## src/temp_sensor_pkg.sv

```systemverilog
// Shared constants, types and decoders of the temperature sensor sequencer
package temp_sensor_pkg;
  // ----------------------------------------
  // Timing
  // ----------------------------------------
  localparam int CLK_HZ = 100_000_000;
  localparam int CYCLES_PER_MS = CLK_HZ / 1000;
  localparam int CONV_TIME_MS = 27;
  localparam int IDLE_TIME_MS = 53;
  localparam int CONV_CYCLES_DEF = CONV_TIME_MS * CYCLES_PER_MS;
  localparam int IDLE_CYCLES_DEF = IDLE_TIME_MS * CYCLES_PER_MS;
  localparam int CNT_W = 23;
  // ----------------------------------------
  // Register selection and layout
  // ----------------------------------------
  localparam logic [2:0] SEL_RESULT = 3'h0;
  localparam logic [2:0] SEL_CONFIG = 3'h1;
  localparam logic [2:0] SEL_LOWER = 3'h2;
  localparam logic [2:0] SEL_UPPER = 3'h3;
  localparam logic [2:0] SEL_TRIGGER = 3'h4;
  localparam int DATA_LSB = 4;
  localparam int CFG_POWER_DOWN = 8;
  localparam int CFG_BEHAVIOUR = 9;
  localparam int CFG_LEVEL = 10;
  localparam int CFG_QUEUE_LSB = 11;
  localparam int CFG_QUEUE_MSB = 12;
  localparam int CFG_SINGLE = 13;
  localparam logic [7:0] POINTER_RESET = 8'h00;
  localparam logic [15:0] RESULT_RESET = 16'h0000;
  localparam logic [15:0] CONFIG_RESET = 16'h0000;
  localparam logic [15:0] LOWER_RESET = 16'h4B00;
  localparam logic [15:0] UPPER_RESET = 16'h5000;

  typedef enum logic [1:0] {
    SEQ_CONVERT = 2'b00,
    SEQ_WAIT = 2'b01,
    SEQ_SHUT = 2'b11
  } seq_state_type;

  function automatic logic [2:0] faults_needed(input logic [1:0] code);
    unique case (code)
      2'h0: faults_needed = 3'h1;
      2'h1: faults_needed = 3'h2;
      2'h2: faults_needed = 3'h4;
      2'h3: faults_needed = 3'h6;
    endcase
  endfunction

  function automatic logic [15:0] word_of(input logic [11:0] value);
    word_of = {value, 4'h0};
  endfunction
endpackage

```

## src/temp_sensor_conversion_regs.sv

```systemverilog
// Temperature sensor register set, conversion control and alarm output
//
// Overview of operation
// - Convert continuously after reset; each result overwrites the previous value.
// - Continuous mode: 27 ms conversion then 53 ms idle, 80 ms period.
// - A conversion starts at once at power-up; result ready 27 ms later.
// - Power-down bit set stops conversions, aborting one in progress.
// - Power-down clears alarm and fault counter and keeps them clear.
// - Single-conversion bit idles device; each trigger write outside a conversion runs one conversion, one during a conversion is dropped.
// - While powered down the single-conversion bit and trigger writes are ignored.
// - Write-only 8-bit pointer, reset zero, low three bits select register.
// - Select 0 result, 1 configuration, 2 lower, 3 upper, 4 trigger.
// - Result in bits 15:4, two's complement, bits 3:0 read zero.
// - Configuration bits 8,9,10,12:11,13 hold control fields; resets to zero.
// - Fault queue code 0..3 needs 1, 2, 4 or 6 consecutive faults.
// - Level sense 0 makes alarm active low, 1 active high.
// - Behaviour select 0 is comparator, 1 is interrupt behaviour.
// - Lower limit in bits 15:4, resets to 4B00h.
// - Upper limit in bits 15:4, low bits read zero, resets to 5000h.
`timescale 1ns/1ps
module temp_sensor_conversion_regs import temp_sensor_pkg::*; #(
  parameter int CONV_CYCLES = CONV_CYCLES_DEF,
  parameter int IDLE_CYCLES = IDLE_CYCLES_DEF
) (
  input wire logic clk,
  input wire logic rst_b,
  input wire logic ce,
  input wire logic ptr_wr,
  input wire logic [7:0] ptr_data,
  input wire logic reg_wr,
  input wire logic [15:0] reg_wr_data,
  input wire logic reg_rd,
  output logic [15:0] rd_data,
  input wire logic [11:0] sample_code,
  output logic conv_busy,
  output logic alert_level
);
  // ----------------------------------------
  // Storage
  // ----------------------------------------
  logic [7:0] pointer_q;
  logic [11:0] result_q;
  logic [11:0] lower_q;
  logic [11:0] upper_q;
  logic power_down_bit_q;
  logic alarm_behaviour_select_q;
  logic alarm_level_sense_q;
  logic [1:0] fault_queue_depth_q;
  logic single_conversion_select_q;
  logic [15:0] config_word;
  logic [15:0] selected_word;
  logic [2:0] register_select;
  logic trigger_pulse;
  logic read_ack;
  logic conv_done;
  logic alarm_active;

  assign register_select = pointer_q[2:0];
  assign trigger_pulse = reg_wr && (register_select == SEL_TRIGGER);
  assign read_ack = reg_rd;

  // ----------------------------------------
  // Pointer
  // ----------------------------------------
  always_ff @(posedge clk or negedge rst_b) begin
    if (!rst_b) begin
      pointer_q <= POINTER_RESET;
    end else if (ce && ptr_wr) begin
      pointer_q <= ptr_data;
    end
  end

  // ----------------------------------------
  // Configuration
  // ----------------------------------------
  // Reserved bits are simply not stored, so a careless write cannot disturb them
  always_ff @(posedge clk or negedge rst_b) begin
    if (!rst_b) begin
      power_down_bit_q <= CONFIG_RESET[CFG_POWER_DOWN];
      alarm_behaviour_select_q <= CONFIG_RESET[CFG_BEHAVIOUR];
      alarm_level_sense_q <= CONFIG_RESET[CFG_LEVEL];
      fault_queue_depth_q <= CONFIG_RESET[CFG_QUEUE_MSB:CFG_QUEUE_LSB];
      single_conversion_select_q <= CONFIG_RESET[CFG_SINGLE];
    end else if (ce && reg_wr && (register_select == SEL_CONFIG)) begin
      power_down_bit_q <= reg_wr_data[CFG_POWER_DOWN];
      alarm_behaviour_select_q <= reg_wr_data[CFG_BEHAVIOUR];
      alarm_level_sense_q <= reg_wr_data[CFG_LEVEL];
      fault_queue_depth_q <= reg_wr_data[CFG_QUEUE_MSB:CFG_QUEUE_LSB];
      single_conversion_select_q <= reg_wr_data[CFG_SINGLE];
    end
  end

  always_comb begin
    config_word = 16'h0000;
    config_word[CFG_POWER_DOWN] = power_down_bit_q;
    config_word[CFG_BEHAVIOUR] = alarm_behaviour_select_q;
    config_word[CFG_LEVEL] = alarm_level_sense_q;
    config_word[CFG_QUEUE_MSB:CFG_QUEUE_LSB] = fault_queue_depth_q;
    config_word[CFG_SINGLE] = single_conversion_select_q;
  end

  // ----------------------------------------
  // Limits
  // ----------------------------------------
  always_ff @(posedge clk or negedge rst_b) begin
    if (!rst_b) begin
      lower_q <= LOWER_RESET[15:DATA_LSB];
    end else if (ce && reg_wr && (register_select == SEL_LOWER)) begin
      lower_q <= reg_wr_data[15:DATA_LSB];
    end
  end

  always_ff @(posedge clk or negedge rst_b) begin
    if (!rst_b) begin
      upper_q <= UPPER_RESET[15:DATA_LSB];
    end else if (ce && reg_wr && (register_select == SEL_UPPER)) begin
      upper_q <= reg_wr_data[15:DATA_LSB];
    end
  end

  // ----------------------------------------
  // Result
  // ----------------------------------------
  // Writes aimed at the result register are dropped; it only follows conversions
  always_ff @(posedge clk or negedge rst_b) begin
    if (!rst_b) begin
      result_q <= RESULT_RESET[15:DATA_LSB];
    end else if (ce && conv_done) begin
      result_q <= sample_code;
    end
  end

  // ----------------------------------------
  // Read path
  // ----------------------------------------
  always_comb begin
    unique case (register_select)
      SEL_RESULT: selected_word = word_of(result_q);
      SEL_CONFIG: selected_word = config_word;
      SEL_LOWER: selected_word = word_of(lower_q);
      SEL_UPPER: selected_word = word_of(upper_q);
      default: selected_word = 16'h0000;
    endcase
  end

  // The whole word is captured once per read so both bytes belong together
  always_ff @(posedge clk or negedge rst_b) begin
    if (!rst_b) begin
      rd_data <= 16'h0000;
    end else if (ce && reg_rd) begin
      rd_data <= selected_word;
    end
  end

  // ----------------------------------------
  // Conversion sequencing
  // ----------------------------------------
  conv_sequencer #(
    .CONV_CYCLES(CONV_CYCLES),
    .IDLE_CYCLES(IDLE_CYCLES)
  ) u_sequencer (
    .clk(clk),
    .rst_b(rst_b),
    .ce(ce),
    .power_down(power_down_bit_q),
    .single_sel(single_conversion_select_q),
    .trigger(trigger_pulse),
    .conv_busy(conv_busy),
    .conv_done(conv_done)
  );

  // ----------------------------------------
  // Alarm
  // ----------------------------------------
  alarm_qualifier u_alarm (
    .clk(clk),
    .rst_b(rst_b),
    .ce(ce),
    .clear(power_down_bit_q),
    .done(conv_done),
    .result(sample_code),
    .lower(lower_q),
    .upper(upper_q),
    .queue_code(fault_queue_depth_q),
    .irq_mode(alarm_behaviour_select_q),
    .read_ack(read_ack),
    .alarm_active(alarm_active)
  );

  // Inactive level at reset is high because the default sense is active low
  always_ff @(posedge clk or negedge rst_b) begin
    if (!rst_b) begin
      alert_level <= 1'b1;
    end else if (ce) begin
      alert_level <= alarm_level_sense_q ? alarm_active : !alarm_active;
    end
  end

  // ----------------------------------------
  // Checks
  // ----------------------------------------
  int unsigned busy_run;
  int unsigned idle_run;

  always_ff @(posedge clk or negedge rst_b) begin
    if (!rst_b) begin
      busy_run <= 0;
      idle_run <= 0;
    end else if (ce) begin
      busy_run <= conv_busy ? busy_run + 1 : 0;
      idle_run <= conv_busy ? 0 : idle_run + 1;
    end
  end

  chk_conv_time: assert property (
    @(posedge clk) disable iff (!rst_b)
    conv_done |-> (busy_run == CONV_CYCLES)
  ) else $error("conversion length differs from the conversion time");

  chk_idle_time: assert property (
    @(posedge clk) disable iff (!rst_b)
    // A start out of shutdown has no idle delay, so only starts from the wait state count
    ($rose(conv_busy) && $past(u_sequencer.state_q == SEQ_WAIT) && !$past(single_conversion_select_q))
      |-> (idle_run == IDLE_CYCLES)
  ) else $error("idle delay between conversions is wrong");

  chk_result_update: assert property (
    @(posedge clk) disable iff (!rst_b)
    (ce && conv_done) |=> (result_q == $past(sample_code))
  ) else $error("finished conversion did not replace the result");

  chk_power_abort: assert property (
    @(posedge clk) disable iff (!rst_b)
    (ce && power_down_bit_q) |=> !conv_busy
  ) else $error("conversion kept running in power-down");

  chk_alarm_cleared: assert property (
    @(posedge clk) disable iff (!rst_b)
    ($past(ce) && $past(power_down_bit_q)) |-> !alarm_active
  ) else $error("alarm not cleared by power-down");

  chk_single_start: assert property (
    @(posedge clk) disable iff (!rst_b)
    (ce && trigger_pulse && single_conversion_select_q && !power_down_bit_q && !conv_busy)
      |=> conv_busy
  ) else $error("trigger write did not start a conversion");

  chk_single_return: assert property (
    @(posedge clk) disable iff (!rst_b)
    (conv_done && $past(ce) && $past(single_conversion_select_q)) |-> (u_sequencer.state_q == SEQ_SHUT)
  ) else $error("single conversion did not return to shutdown");

  chk_pointer_config: assert property (
    @(posedge clk) disable iff (!rst_b)
    (ce && reg_rd && (register_select == SEL_CONFIG)) |=> (rd_data == $past(config_word))
  ) else $error("configuration read returned wrong word");

  chk_result_read: assert property (
    @(posedge clk) disable iff (!rst_b)
    (ce && reg_rd && (register_select == SEL_RESULT))
      |=> (rd_data == {$past(result_q), 4'h0})
  ) else $error("result read returned wrong word");

  chk_upper_write: assert property (
    @(posedge clk) disable iff (!rst_b)
    (ce && reg_wr && (register_select == SEL_UPPER)) |=> (word_of(upper_q) == {$past(reg_wr_data[15:4]), 4'h0})
  ) else $error("upper limit write not stored");

  chk_read_stable: assert property (
    @(posedge clk) disable iff (!rst_b)
    !(ce && reg_rd) |=> $stable(rd_data)
  ) else $error("read word changed without a read");

  chk_alert_sense: assert property (
    @(posedge clk) disable iff (!rst_b)
    (ce && !alarm_active && !alarm_level_sense_q) |=> alert_level
  ) else $error("inactive alarm drove the active level");

  chk_alert_active: assert property (
    @(posedge clk) disable iff (!rst_b)
    (ce && alarm_active && !alarm_level_sense_q) |=> !alert_level
  ) else $error("active alarm did not drive the low level");

endmodule

```

## src/conv_sequencer.sv

```systemverilog
// Conversion timing sequencer: continuous, shutdown and single-shot operation
`timescale 1ns/1ps
module conv_sequencer import temp_sensor_pkg::*; #(
  parameter int CONV_CYCLES = CONV_CYCLES_DEF,
  parameter int IDLE_CYCLES = IDLE_CYCLES_DEF
) (
  input wire logic clk,
  input wire logic rst_b,
  input wire logic ce,
  input wire logic power_down,
  input wire logic single_sel,
  input wire logic trigger,
  output logic conv_busy,
  output logic conv_done
);
  localparam logic [CNT_W-1:0] CONV_LAST = CNT_W'(CONV_CYCLES - 1);
  localparam logic [CNT_W-1:0] IDLE_LAST = CNT_W'(IDLE_CYCLES - 1);
  seq_state_type state_q, state_d;
  logic [CNT_W-1:0] cnt_q;
  logic conv_end;

  assign conv_end = (state_q == SEQ_CONVERT) && !power_down && (cnt_q == CONV_LAST);

  always_comb begin
    state_d = state_q;
    unique case (state_q)
      SEQ_CONVERT: begin
        if (power_down) begin
          state_d = SEQ_SHUT;
        end else if (cnt_q == CONV_LAST) begin
          state_d = single_sel ? SEQ_SHUT : SEQ_WAIT;
        end
      end
      SEQ_WAIT: begin
        if (!power_down && single_sel && trigger) begin
          state_d = SEQ_CONVERT;
        end else if (power_down || single_sel) begin
          state_d = SEQ_SHUT;
        end else if (cnt_q == IDLE_LAST) begin
          state_d = SEQ_CONVERT;
        end
      end
      SEQ_SHUT: begin
        if (!power_down && (!single_sel || trigger)) begin
          state_d = SEQ_CONVERT;
        end
      end
      default: state_d = SEQ_SHUT;
    endcase
  end

  // Reset lands in convert so the first result follows power-up directly
  always_ff @(posedge clk or negedge rst_b) begin
    if (!rst_b) begin
      state_q <= SEQ_CONVERT;
      cnt_q <= '0;
      conv_busy <= 1'b1;
      conv_done <= 1'b0;
    end else if (ce) begin
      state_q <= state_d;
      cnt_q <= (state_d != state_q) ? '0 : cnt_q + 1'b1;
      conv_busy <= (state_d == SEQ_CONVERT);
      conv_done <= conv_end;
    end
  end
endmodule

```

## src/alarm_qualifier.sv

```systemverilog
// Alarm fault queue with comparator and interrupt behaviour
`timescale 1ns/1ps
module alarm_qualifier import temp_sensor_pkg::*; (
  input wire logic clk,
  input wire logic rst_b,
  input wire logic ce,
  input wire logic clear,
  input wire logic done,
  input wire logic [11:0] result,
  input wire logic [11:0] lower,
  input wire logic [11:0] upper,
  input wire logic [1:0] queue_code,
  input wire logic irq_mode,
  input wire logic read_ack,
  output logic alarm_active
);
  logic cmp_q, irq_q, watch_low_q;
  logic [2:0] fault_cnt_q;
  logic watching_low, fault, qualified;

  assign watching_low = irq_mode ? watch_low_q : cmp_q;
  assign fault = watching_low ? ($signed(result) < $signed(lower)) : ($signed(result) >= $signed(upper));
  assign qualified = done && fault && ((fault_cnt_q + 3'h1) >= faults_needed(queue_code));
  assign alarm_active = irq_mode ? irq_q : cmp_q;

  always_ff @(posedge clk or negedge rst_b) begin
    if (!rst_b) begin
      cmp_q <= 1'b0;
      irq_q <= 1'b0;
      watch_low_q <= 1'b0;
      fault_cnt_q <= 3'h0;
    end else if (ce) begin
      if (clear) begin
        cmp_q <= 1'b0;
        irq_q <= 1'b0;
        watch_low_q <= 1'b0;
        fault_cnt_q <= 3'h0;
      end else begin
        if (done) begin
          fault_cnt_q <= (!fault || qualified) ? 3'h0 : fault_cnt_q + 3'h1;
        end
        if (qualified && !irq_mode) begin
          cmp_q <= !cmp_q;
        end
        if (qualified && irq_mode) begin
          watch_low_q <= !watch_low_q;
        end
        // A crossing in the same cycle as a read still raises the alarm
        if (qualified && irq_mode) begin
          irq_q <= 1'b1;
        end else if (read_ack) begin
          irq_q <= 1'b0;
        end
      end
    end
  end
endmodule

```

## config.mk

```make
export PLATFORM = sky130hd
export DESIGN_NAME = temp_sensor_conversion_regs
export DESIGN_NICKNAME = d
export VERILOG_FILES = /design/src/temp_sensor_pkg.sv /design/src/temp_sensor_conversion_regs.sv /design/src/conv_sequencer.sv /design/src/alarm_qualifier.sv
export SDC_FILE = /design/constraint.sdc
export NUM_CORES = 1
export LEC_CHECK = 0
export ABC_AREA = 1
export BUFFER_PORTS_ARGS = -buffer_cell sky130_fd_sc_hd__buf_2
export CAP_MARGIN = 10
export CORE_MARGIN = 2
export CORE_UTILIZATION = 53
export DETAILED_ROUTE_END_ITERATION = 12
export GPL_TIMING_DRIVEN = 0
export PLACE_DENSITY = 0.81
export SLEW_MARGIN = 20
export SYNTH_ARGS = -nofsm -noshare
export SYNTH_HDL_FRONTEND = slang
export SYNTH_SLANG_ARGS = --single-unit
```

## constraint.sdc

```tcl
create_clock -name clk -period 1.81 [get_ports clk]
set_clock_uncertainty 0.05 [all_clocks]
set_input_delay 0.543 -clock clk [delete_from_list [all_inputs] [get_ports clk]]
set_output_delay 0.543 -clock clk [all_outputs]
set_load 0.01 [all_outputs]
```

* Word-level counts from Yosys, hierarchy flattened
Index checks and enable logic that the tools add are counted.
** Storage, ports and cells
- Flip-flop bits (word level) :: 95
** Operators by class
- Multiplexer cells :: 25
- Equal/unequal tests :: 12
- $lt $le $gt $ge :: 3
- Add/sub/neg operators :: 2
- Reductions and logical operators :: 39
** Operators by type and width (count)
- case mux 16 bit (4 select lines) :: 1
- adder 23 x 1 -> 23 bit, second input constant :: 1
- == test 23 x 22 -> 1 bit, second input constant :: 1
- == test 23 bit, second input constant :: 1
- two-way mux 23 bit :: 1
- logical AND 1 bit :: 17
- two-way mux 2 bit :: 7
- >= comparator 12 bit :: 1
- < comparator 12 bit :: 1
- case mux 3 bit (4 select lines) :: 1
- two-way mux 1 bit :: 11
- two-way mux 3 bit :: 3
- AND reduction 2 bit :: 4
- zero test 1 bit :: 7
- == test 2 bit, second input constant :: 3
- == test 3 x 2 -> 1 bit, second input constant :: 2
- zero test 2 bit :: 3
- case mux 2 bit (3 select lines) :: 1
- nonzero test 2 bit :: 3
- == test 2 x 1 -> 1 bit, second input constant :: 2
- adder 3 x 1 -> 3 bit, second input constant :: 1
- == test 3 x 1 -> 1 bit, second input constant :: 1
- == test 3 bit, second input constant :: 1
- >= comparator 3 bit :: 1
- 4 further kinds :: 6

* Longest topological paths before layout
Gate-level depths: netlist of run 1.
- Depth after elaboration :: 8
- Mapped depth :: 15
- Depth with buffers taken out :: 15

* Modules after synthesis
From an unflattened synthesis of run 1, not the netlist that was laid out.
** Second synthesis, totals
- Cells, all modules :: 712
- Area, all modules :: 5709.2 um^2
** By module, submodules not included
- temp_sensor_conversion_regs :: seq. area each 1460.2 um^2, times used 1, area each 2785.2 um^2, cells an instance 309
- conv_sequencer :: seq. area each 676.9 um^2, times used 1, area each 1778.0 um^2, cells an instance 218
- alarm_qualifier :: seq. area each 150.1 um^2, times used 1, area each 1146.1 um^2, cells an instance 185

* Worst setup path after synthesis of run 1
OpenSTA, ideal clock, no wires.
- Kind :: register to register
- Start :: register u_alarm.fault_cnt_q[0]
- End :: register u_alarm.watch_low_q
- Data arrival time :: 1.755 ns
- Stages on the path, launching flop included :: 12
- Setup slack :: -0.112 ns
- Library setup time :: 0.118 ns
- Clock period less this slack :: 1.922 ns
- Data required time :: 1.642 ns
- Path through :: dfrtp_1 > ha_1 > xnor2_1 > inv_1 > ha_1 > nand2_1 > o211ai_1 > nand2_1 > inv_1 > nand4_1 > o21bai_1 > nor2_1
** Between the ends
- Longest elaborated chain between the ends :: 6
** RTL lines
- from (decl) :: RTL line alarm_qualifier.sv:18 : logic [2:0] fault_cnt_q;
- from (signal assigned) :: RTL line alarm_qualifier.sv:40 : fault_cnt_q <= (!fault || qualified) ? 3'h0 : fault_cnt_q + 3'h1;
- adder 3 x 1 -> 3 bit :: RTL line alarm_qualifier.sv:23 : assign qualified = done && fault && ((fault_cnt_q + 3'h1) >= faults_needed(queue_code));
- >= comparator 3 bit :: RTL line alarm_qualifier.sv:23
- logical AND 1 bit :: RTL line alarm_qualifier.sv:23
- logical AND 1 bit :: RTL line alarm_qualifier.sv:45 : if (qualified && irq_mode) begin
- nonzero test 2 bit (no source line)
- AND reduction 2 bit (no source line)
- to (signal assigned) :: RTL line alarm_qualifier.sv:46 : watch_low_q <= !watch_low_q;
- to (decl) :: RTL line alarm_qualifier.sv:17 : logic cmp_q, irq_q, watch_low_q;
No other way between the ends.
A chain may end at the register's enable or synchronous reset.

* Worst setup path after layout of run 1
- Start :: register u_alarm.fault_cnt_q[1]
- End :: register u_alarm.irq_q
** Between the ends
- Longest elaborated chain between the ends :: 6
** RTL lines
- adder 3 x 1 -> 3 bit * :: RTL line alarm_qualifier.sv:23
- >= comparator 3 bit * :: RTL line alarm_qualifier.sv:23
- logical AND 1 bit * :: RTL line alarm_qualifier.sv:23
- logical AND 1 bit * :: RTL line alarm_qualifier.sv:49 : if (qualified && irq_mode) begin
- nonzero test 3 bit (no source line) / two-way mux 1 bit (equally long branches)
- AND reduction 2 bit (no source line) / two-way mux 1 bit (equally long branches)
- to (signal assigned) :: RTL line alarm_qualifier.sv:29 : irq_q <= 1'b0;
- to (signal assigned) :: RTL line alarm_qualifier.sv:50 : irq_q <= 1'b1;
- to (signal assigned) :: RTL line alarm_qualifier.sv:52 : irq_q <= 1'b0;
- to (decl) :: RTL line alarm_qualifier.sv:17
Mark *: on every way between the ends. The rest lies on a longest branch, timed or not.

==> impl_metrics.yaml, run 1 <==
sta:
  setup_slack_ns: -0.382
  slew_viol_final: 0
  setup_violations: 24
  fin_crit_ns: 2.19
  worst_pin_slew_ns: 0.872
  holdWs_ns: 0.0804
  fmax_mhz: 456
  finalHoldViolCount: 0
  finalCritPeriodShare: 1.21
  rsz0062_at_grt: "true"
  slew_headroom: 0.418
logic_synthesis:
  synthesis.area_um2: 5290
  synth_edf_count: 0
  syn_avg_cell_area_um2: 7.90
  synthArstFlopShare: 1.00
  postSynthCellCount: 670
  post_synth_num_cell_types: 43
  ys_warn_count: 0
  ys_seq_area_frac: 0.432
  ys_ff_latch: 91
  synth_top_area_frac: 0.393
  yosysTopAreaCell: "dfrtp_1"
  ys_top_cells_by_area: "dfrtp_1 39%, nand2_1 14%, inv_1 7.1%, ha_1 6.6%, o21ai_0 4.7%"
  ys.flop_type: "dfrtp_1"
layout:
  nFillCells: 800
  diodes: 0
  fin_util: 0.659
  area_delta_synth_final_pct: 21.2
  final_cells: 890
  drive_gt1_frac: 0.260
  nets: 822
cts:
  cts.sinks: 91
  cts_tree: "yes"
  cts_root_buf: "clkbuf_8"
  clock_latency_ns: 0.38
  cts_made_buffers: 9
  cts_buffer_depth: 2
  htreeDepth: 3
  clk_pin_slew_ns: 0.09
  holdBufCountCts: 0
place:
  place_congestion: 0.942
  portBuffers: 45
  placed_cells: 852
  detailed_place_hpwl_um: 9280
floorplan:
  die_h_um: 104
  rows: 36
  core_um2: 9730
  die_x_um: 104
  die_area_um2: 10800
  start_util: 0.544
  ios: 60
critical_path:
  worst_path_max_delay_cell: "dfrtp_1"
  reg2reg_depth: 11
  crit_type: "flip-flop to flip-flop"
  cp-end-kind: "flip-flop"
  arrival_ns: 2.45
  path_cells: "ha_2 -> xnor2_2 -> inv_2 -> ha_4 -> nand2_2 -> o211ai_1 -> nand2_1 -> inv_2 -> nand4_1 -> buf_4 -> a21oi_2"
  worst_setup_path_start_kind: "flip-flop"
  r2r-start: "u_alarm.fault_cnt_q[1]"
  critPathTopFamily: "adder cells"
  crit_fanout: 3
  path_buf_inv: 3
  critical_path_required_ns: 2.06
  regToRegEndpoint: "u_alarm.irq_q"
  r2r_slack_ns: -0.38
  critical-path-max-stage-delay_ns: 0.40
  cpMostUsedCell: "inv_2"
  critPathLaunch: "u_alarm.fault_cnt_q[1]"
grt:
  grt_pass1_vias: 4537
  met2_usage: 0.390
  grt_pass1_wl_um: 21200
  use_met3: 0.0345
  grt_max_degree: 54
  busiest_layer: "met2"
  grt_overflow: 0
  use_met1: 0.335
  antenna_found_initial: 0
  globalRouteTotalUtil: 0.243
drt:
  vias: 4740
  ant_nets: 0
  first_pass_iters: 7
  drt_iter0_drc: 380
  route.detailed.drc: 0
  wire_per_inst_um: 15.1
  routed_wl_um: 13500
  via_per_inst: 5.33
flow_run:
  maxCapViolCount: 0
run_status:
  violations: "setup timing"
  status: "finished with violations"
power:
  p_per_area_nw_per_um2: 1080
  leakage_nw: 3.19
  ir_worst_vdd_mv: 1.03
min_path:
  min_path_type: "input pin to async pin"
-- where the power goes --
group | total (mW) | internal [mW] | switching (mW)
registers | 2.79 | 2.45 | 0.341
clock network | 1.44 | 0.676 | 0.765
logic | 2.72 | 1.19 | 1.53
-- cell type report --
type	count	area, um^2	area share
multi-input combinational	457	2770	0.432
tap	133	166	0.0260
inverter	104	390	0.0609
clock inverter	4	50.0	0.00781
buffer	21	139	0.0217
timing repair buffer	68	459	0.0716
clock buffer	12	145	0.0226
sequential	91	2290	0.357
-- metal layers --
layer,vias to the layer above,part of all wire
li1,2289,-
met1,2241,0.44
met2,185,0.47
met3,25,0.062
met4,0,0.021
met5,-,0
-- state kept, by name, summed over array words and instances, names as in the netlist, 2 cells and up --
| name | count |
|---|---|
| pointer_q | 3 |
| upper_q | 12 |
| u_sequencer.state_q | 2 |
| rd_data | 12 |
| result_q | 12 |
| fault_queue_depth_q | 2 |
| u_sequencer.cnt_q | 23 |
| lower_q | 12 |
| u_alarm.fault_cnt_q | 3 |
-- synth_stat cells, types with 3 or more instances --
master,count
nand2_1,203
inv_1,100
dfrtp_1,83
o21ai_0,50
nor2_1,36
ha_1,28
nand3_1,20
a21oi_2,19
a21oi_1,15
xor2_1,11
clkbuf_1,10
dfstp_2,8
nand4_1,8
nand2_2,7
o2111ai_1,6
a221oi_1,5
buf_4,5
nor2_2,5
nor3_1,5
xnor2_1,5
nand3_2,4
inv_2,3
nor3_2,3
nor4_1,3
-- worst max-delay path by stage --
stage	depth (start not counted)	slack, ns	endpoint
2_1_floorplan	11	-0.04	u_alarm.watch_low_q
3_3_place_gp	1	-0.61	u_sequencer.cnt_q[8]
3_5_place_dp	13	-0.35	u_alarm.watch_low_q
4_1_cts	11	-0.28	u_alarm.watch_low_q
5_1_grt	11	-0.50	u_alarm.irq_q
6_report	11	-0.38	u_alarm.irq_q
-- kinds of logic after synthesis --
group | share of synthesized area
adder cells (fa/ha/maj) | 0.0662
AND/OR/NAND/NOR | 0.250
XOR/XNOR | 0.0265
AO/OA/AOI/OAI | 0.126
other | 0.000709
flip-flops | 0.432
buffers and inverters | 0.0989
-- per-stage QoR --
stage	TNS (ns)	worst slack (ns)	cell area (um^2)	total power [mW]
3_5_place_dp	-3.35	-0.352	5780	4.98
2_1_floorplan	-0.0402	-0.0402	5360	4.36
5_1_grt	-5.27	-0.495	6410	7.39
6_report	-2.22	-0.382	6410	6.95
4_1_cts	-1.34	-0.275	6030	6.46
3_3_place_gp	-53.98	-0.615	5750	4.84
-- placed cells by master, fill, tap and decap left out, drive strengths merged, types with 11 or more instances in the layout --
cell	instances
xor2	11
buf	77
dfrtp	83
nand3	24
ha	28
o21ai	53
nor2	43
nand2	212
a21oi	34
clkbuf	24
inv	104
-- what timing repair did --
action	4_1_cts	5_1_grt
pin swaps	9	26
buffers inserted	6	14
endpoints found under the setup margin	26	55
cloned	0	2
gates resized for setup	5	63
(Power assumes the default switching activity.)
==> run 2: changes to the inputs <==
--- a/config.mk
+++ b/config.mk
@@ -8,11 +8,12 @@
 export ABC_AREA = 1
 export BUFFER_PORTS_ARGS = -buffer_cell sky130_fd_sc_hd__buf_2
 export CAP_MARGIN = 10
-export CORE_MARGIN = 2
-export CORE_UTILIZATION = 53
+export CORE_ASPECT_RATIO = 1.2
+export CORE_UTILIZATION = 55
+export CTS_BUF_LIST = sky130_fd_sc_hd__clkbuf_4 sky130_fd_sc_hd__clkbuf_8
 export DETAILED_ROUTE_END_ITERATION = 12
 export GPL_TIMING_DRIVEN = 0
-export PLACE_DENSITY = 0.81
+export PLACE_DENSITY = 0.84
 export SLEW_MARGIN = 20
 export SYNTH_ARGS = -nofsm -noshare
 export SYNTH_HDL_FRONTEND = slang
==> impl_metrics.yaml, run 2 (same netlist as run 1, synthesis figures left out) <==
run_status:
  status: "finished with violations"
  violations: "setup timing"
layout:
  multi_input_area_um2: 2700
  largest_reg_flops: 23
  drive_gt1_frac: 0.243
  final_cell_mix: "202 x nand2_1, 95 x inv_1, 80 x dfrtp_1"
  postLayoutCellArea_um2: 6300
  seqCellArea_um2: 2290
  nFillCells: 678
  area_delta_synth_final_pct: 19.2
  largest_register: "u_sequencer.cnt_q"
  final_cells: 873
  nets: 818
  layout_commonest_cell: "nand2_1"
  diodes: 0
sta:
  fmax_mhz: 468
  holdWs_ns: 0.0618
  finalHoldViolCount: 0
  slew_headroom: 0.454
  rsz0062_at_grt: "true"
  slew_viol_final: 0
  worst_pin_slew_ns: 0.819
  setup_violations: 29
  finalCritPeriodShare: 1.18
  setup_slack_ns: -0.325
  fin_crit_ns: 2.13
critical_path:
  worst_path_max_delay_cell: "dfrtp_1"
  worst_setup_path_start_kind: "flip-flop"
  critical-path-max-stage-delay_ns: 0.39
  cpMostUsedCell: "nand2_1"
  cp-end-kind: "flip-flop"
  path_cells: "ha_2 -> xnor2_2 -> inv_1 -> ha_4 -> nand2_1 -> o211ai_1 -> nand2_1 -> inv_2 -> nand4_1 -> o21bai_1 -> nor2_1"
  path_buf_inv: 2
  crit_type: "flip-flop to flip-flop"
  arrival_ns: 2.34
  crit_fanout: 3
  critical_path_required_ns: 2.02
  critPathTopFamily: "adder cells"
drt:
  drt_iter0_drc: 329
  routed_wl_um: 13100
  ant_nets: 0
  route.detailed.drc: 0
  wire_per_inst_um: 15.0
  vias: 4684
  via_per_inst: 5.37
  first_pass_iters: 5
place:
  placed_cells: 839
  dp_slack_ns: -0.469
  portBuffers: 45
  place_area_um2: 5770
  place_congestion: 0.931
  detailed_place_hpwl_um: 9550
cts:
  clk_pin_slew_ns: 0.09
  cts_root_buf: "clkbuf_8"
  cts_tree: "yes"
  cts.sinks: 91
  cts_made_buffers: 9
  cts_buffer_depth: 2
  clock_latency_ns: 0.37
  htreeDepth: 3
power:
  ir_worst_vdd_mv: 0.696
  sw_frac_of_total: 0.377
  total_power_mw: 7.02
  power_switching_mw: 2.65
  power_frac_clock: 0.211
  leakage_nw: 3.19
  pwr-share-comb: 0.391
  intPower_mw: 4.38
  p_per_area_nw_per_um2: 1110
  seqPwrFrac: 0.398
grt:
  grt_overflow: 0
  antenna_found_initial: 0
  grt_pass1_wl_um: 21500
  grt_max_degree: 62
  globalRouteTotalUtil: 0.277
  grt_pass1_vias: 4836
floorplan:
  rows: 38
  die_x_um: 91.5
  die_area_um2: 10000
  core_um2: 9180
  start_util: 0.576
  ios: 60
  die_h_um: 109
flow_run:
  maxCapViolCount: 0
min_path:
  min_path_type: "input pin to async pin"
## run 2: worst paths after layout
check,from,endpoint,slack (ns),cells after the start
max in group asynchronous,rst_b,alert_level,0.96,2
max,u_alarm.fault_cnt_q[1],u_alarm.watch_low_q,-0.32,11
max reg2reg,u_alarm.fault_cnt_q[1],u_alarm.watch_low_q,-0.32,11
min reg2reg,rd_data[12],rd_data[12],0.43,2
min,rst_b,rd_data[7],0.06,1
min in group clk,sample_code[5],result_q[5],0.36,3
## run 2: layout make-up
type,instances,area share
multi-input cells,457,0.427
clock buffers,11,0.0240
well taps,120,0.0238
plain buffers,19,0.0147
flip-flops and latches,91,0.363
repair buffers,66,0.0754
inverters,104,0.0619
clock inverters,5,0.00933
## run 2: timing repair
item,4_1_cts,5_1_grt
hold buffers,0,0
setup endpoints to repair,28,45
gates cloned,1,1
gates resized for setup,18,30
pin swaps,16,18
buffers inserted,14,4
## run 2: power by group through the flow
stage                     clock network, mW  registers, mW  logic, mW
after floorplan                           0           2.74       1.62
after global placement                    0           2.78       2.06
after detailed placement                  0           2.81       2.21
after CTS                              1.48           2.77       2.62
after global routing                   1.57           2.84       3.06
final                                  1.48           2.79       2.75
## run 2: per-layer routing
| layer | up-vias | part of all wire | global-route usage |
|---|---|---|---|
| met2 | 147 | 0.54 | 0.527 |
| li1 | 2273 | - | - |
| met3 | 46 | 0.034 | 0.0332 |
| met1 | 2218 | 0.39 | 0.297 |
| met4 | 0 | 0.035 | 0.156 |
| met5 | - | 0 | 0 |
## run 2: per-stage QoR
step / util / setup TNS [ns]
3_5_place_dp: 0.628 / -3.86
5_1_grt: 0.687 / -8.17
2_1_floorplan: - / -0.0402
3_3_place_gp: 0.625 / -52.76
6_report: 0.687 / -4.70
4_1_cts: 0.675 / -1.79
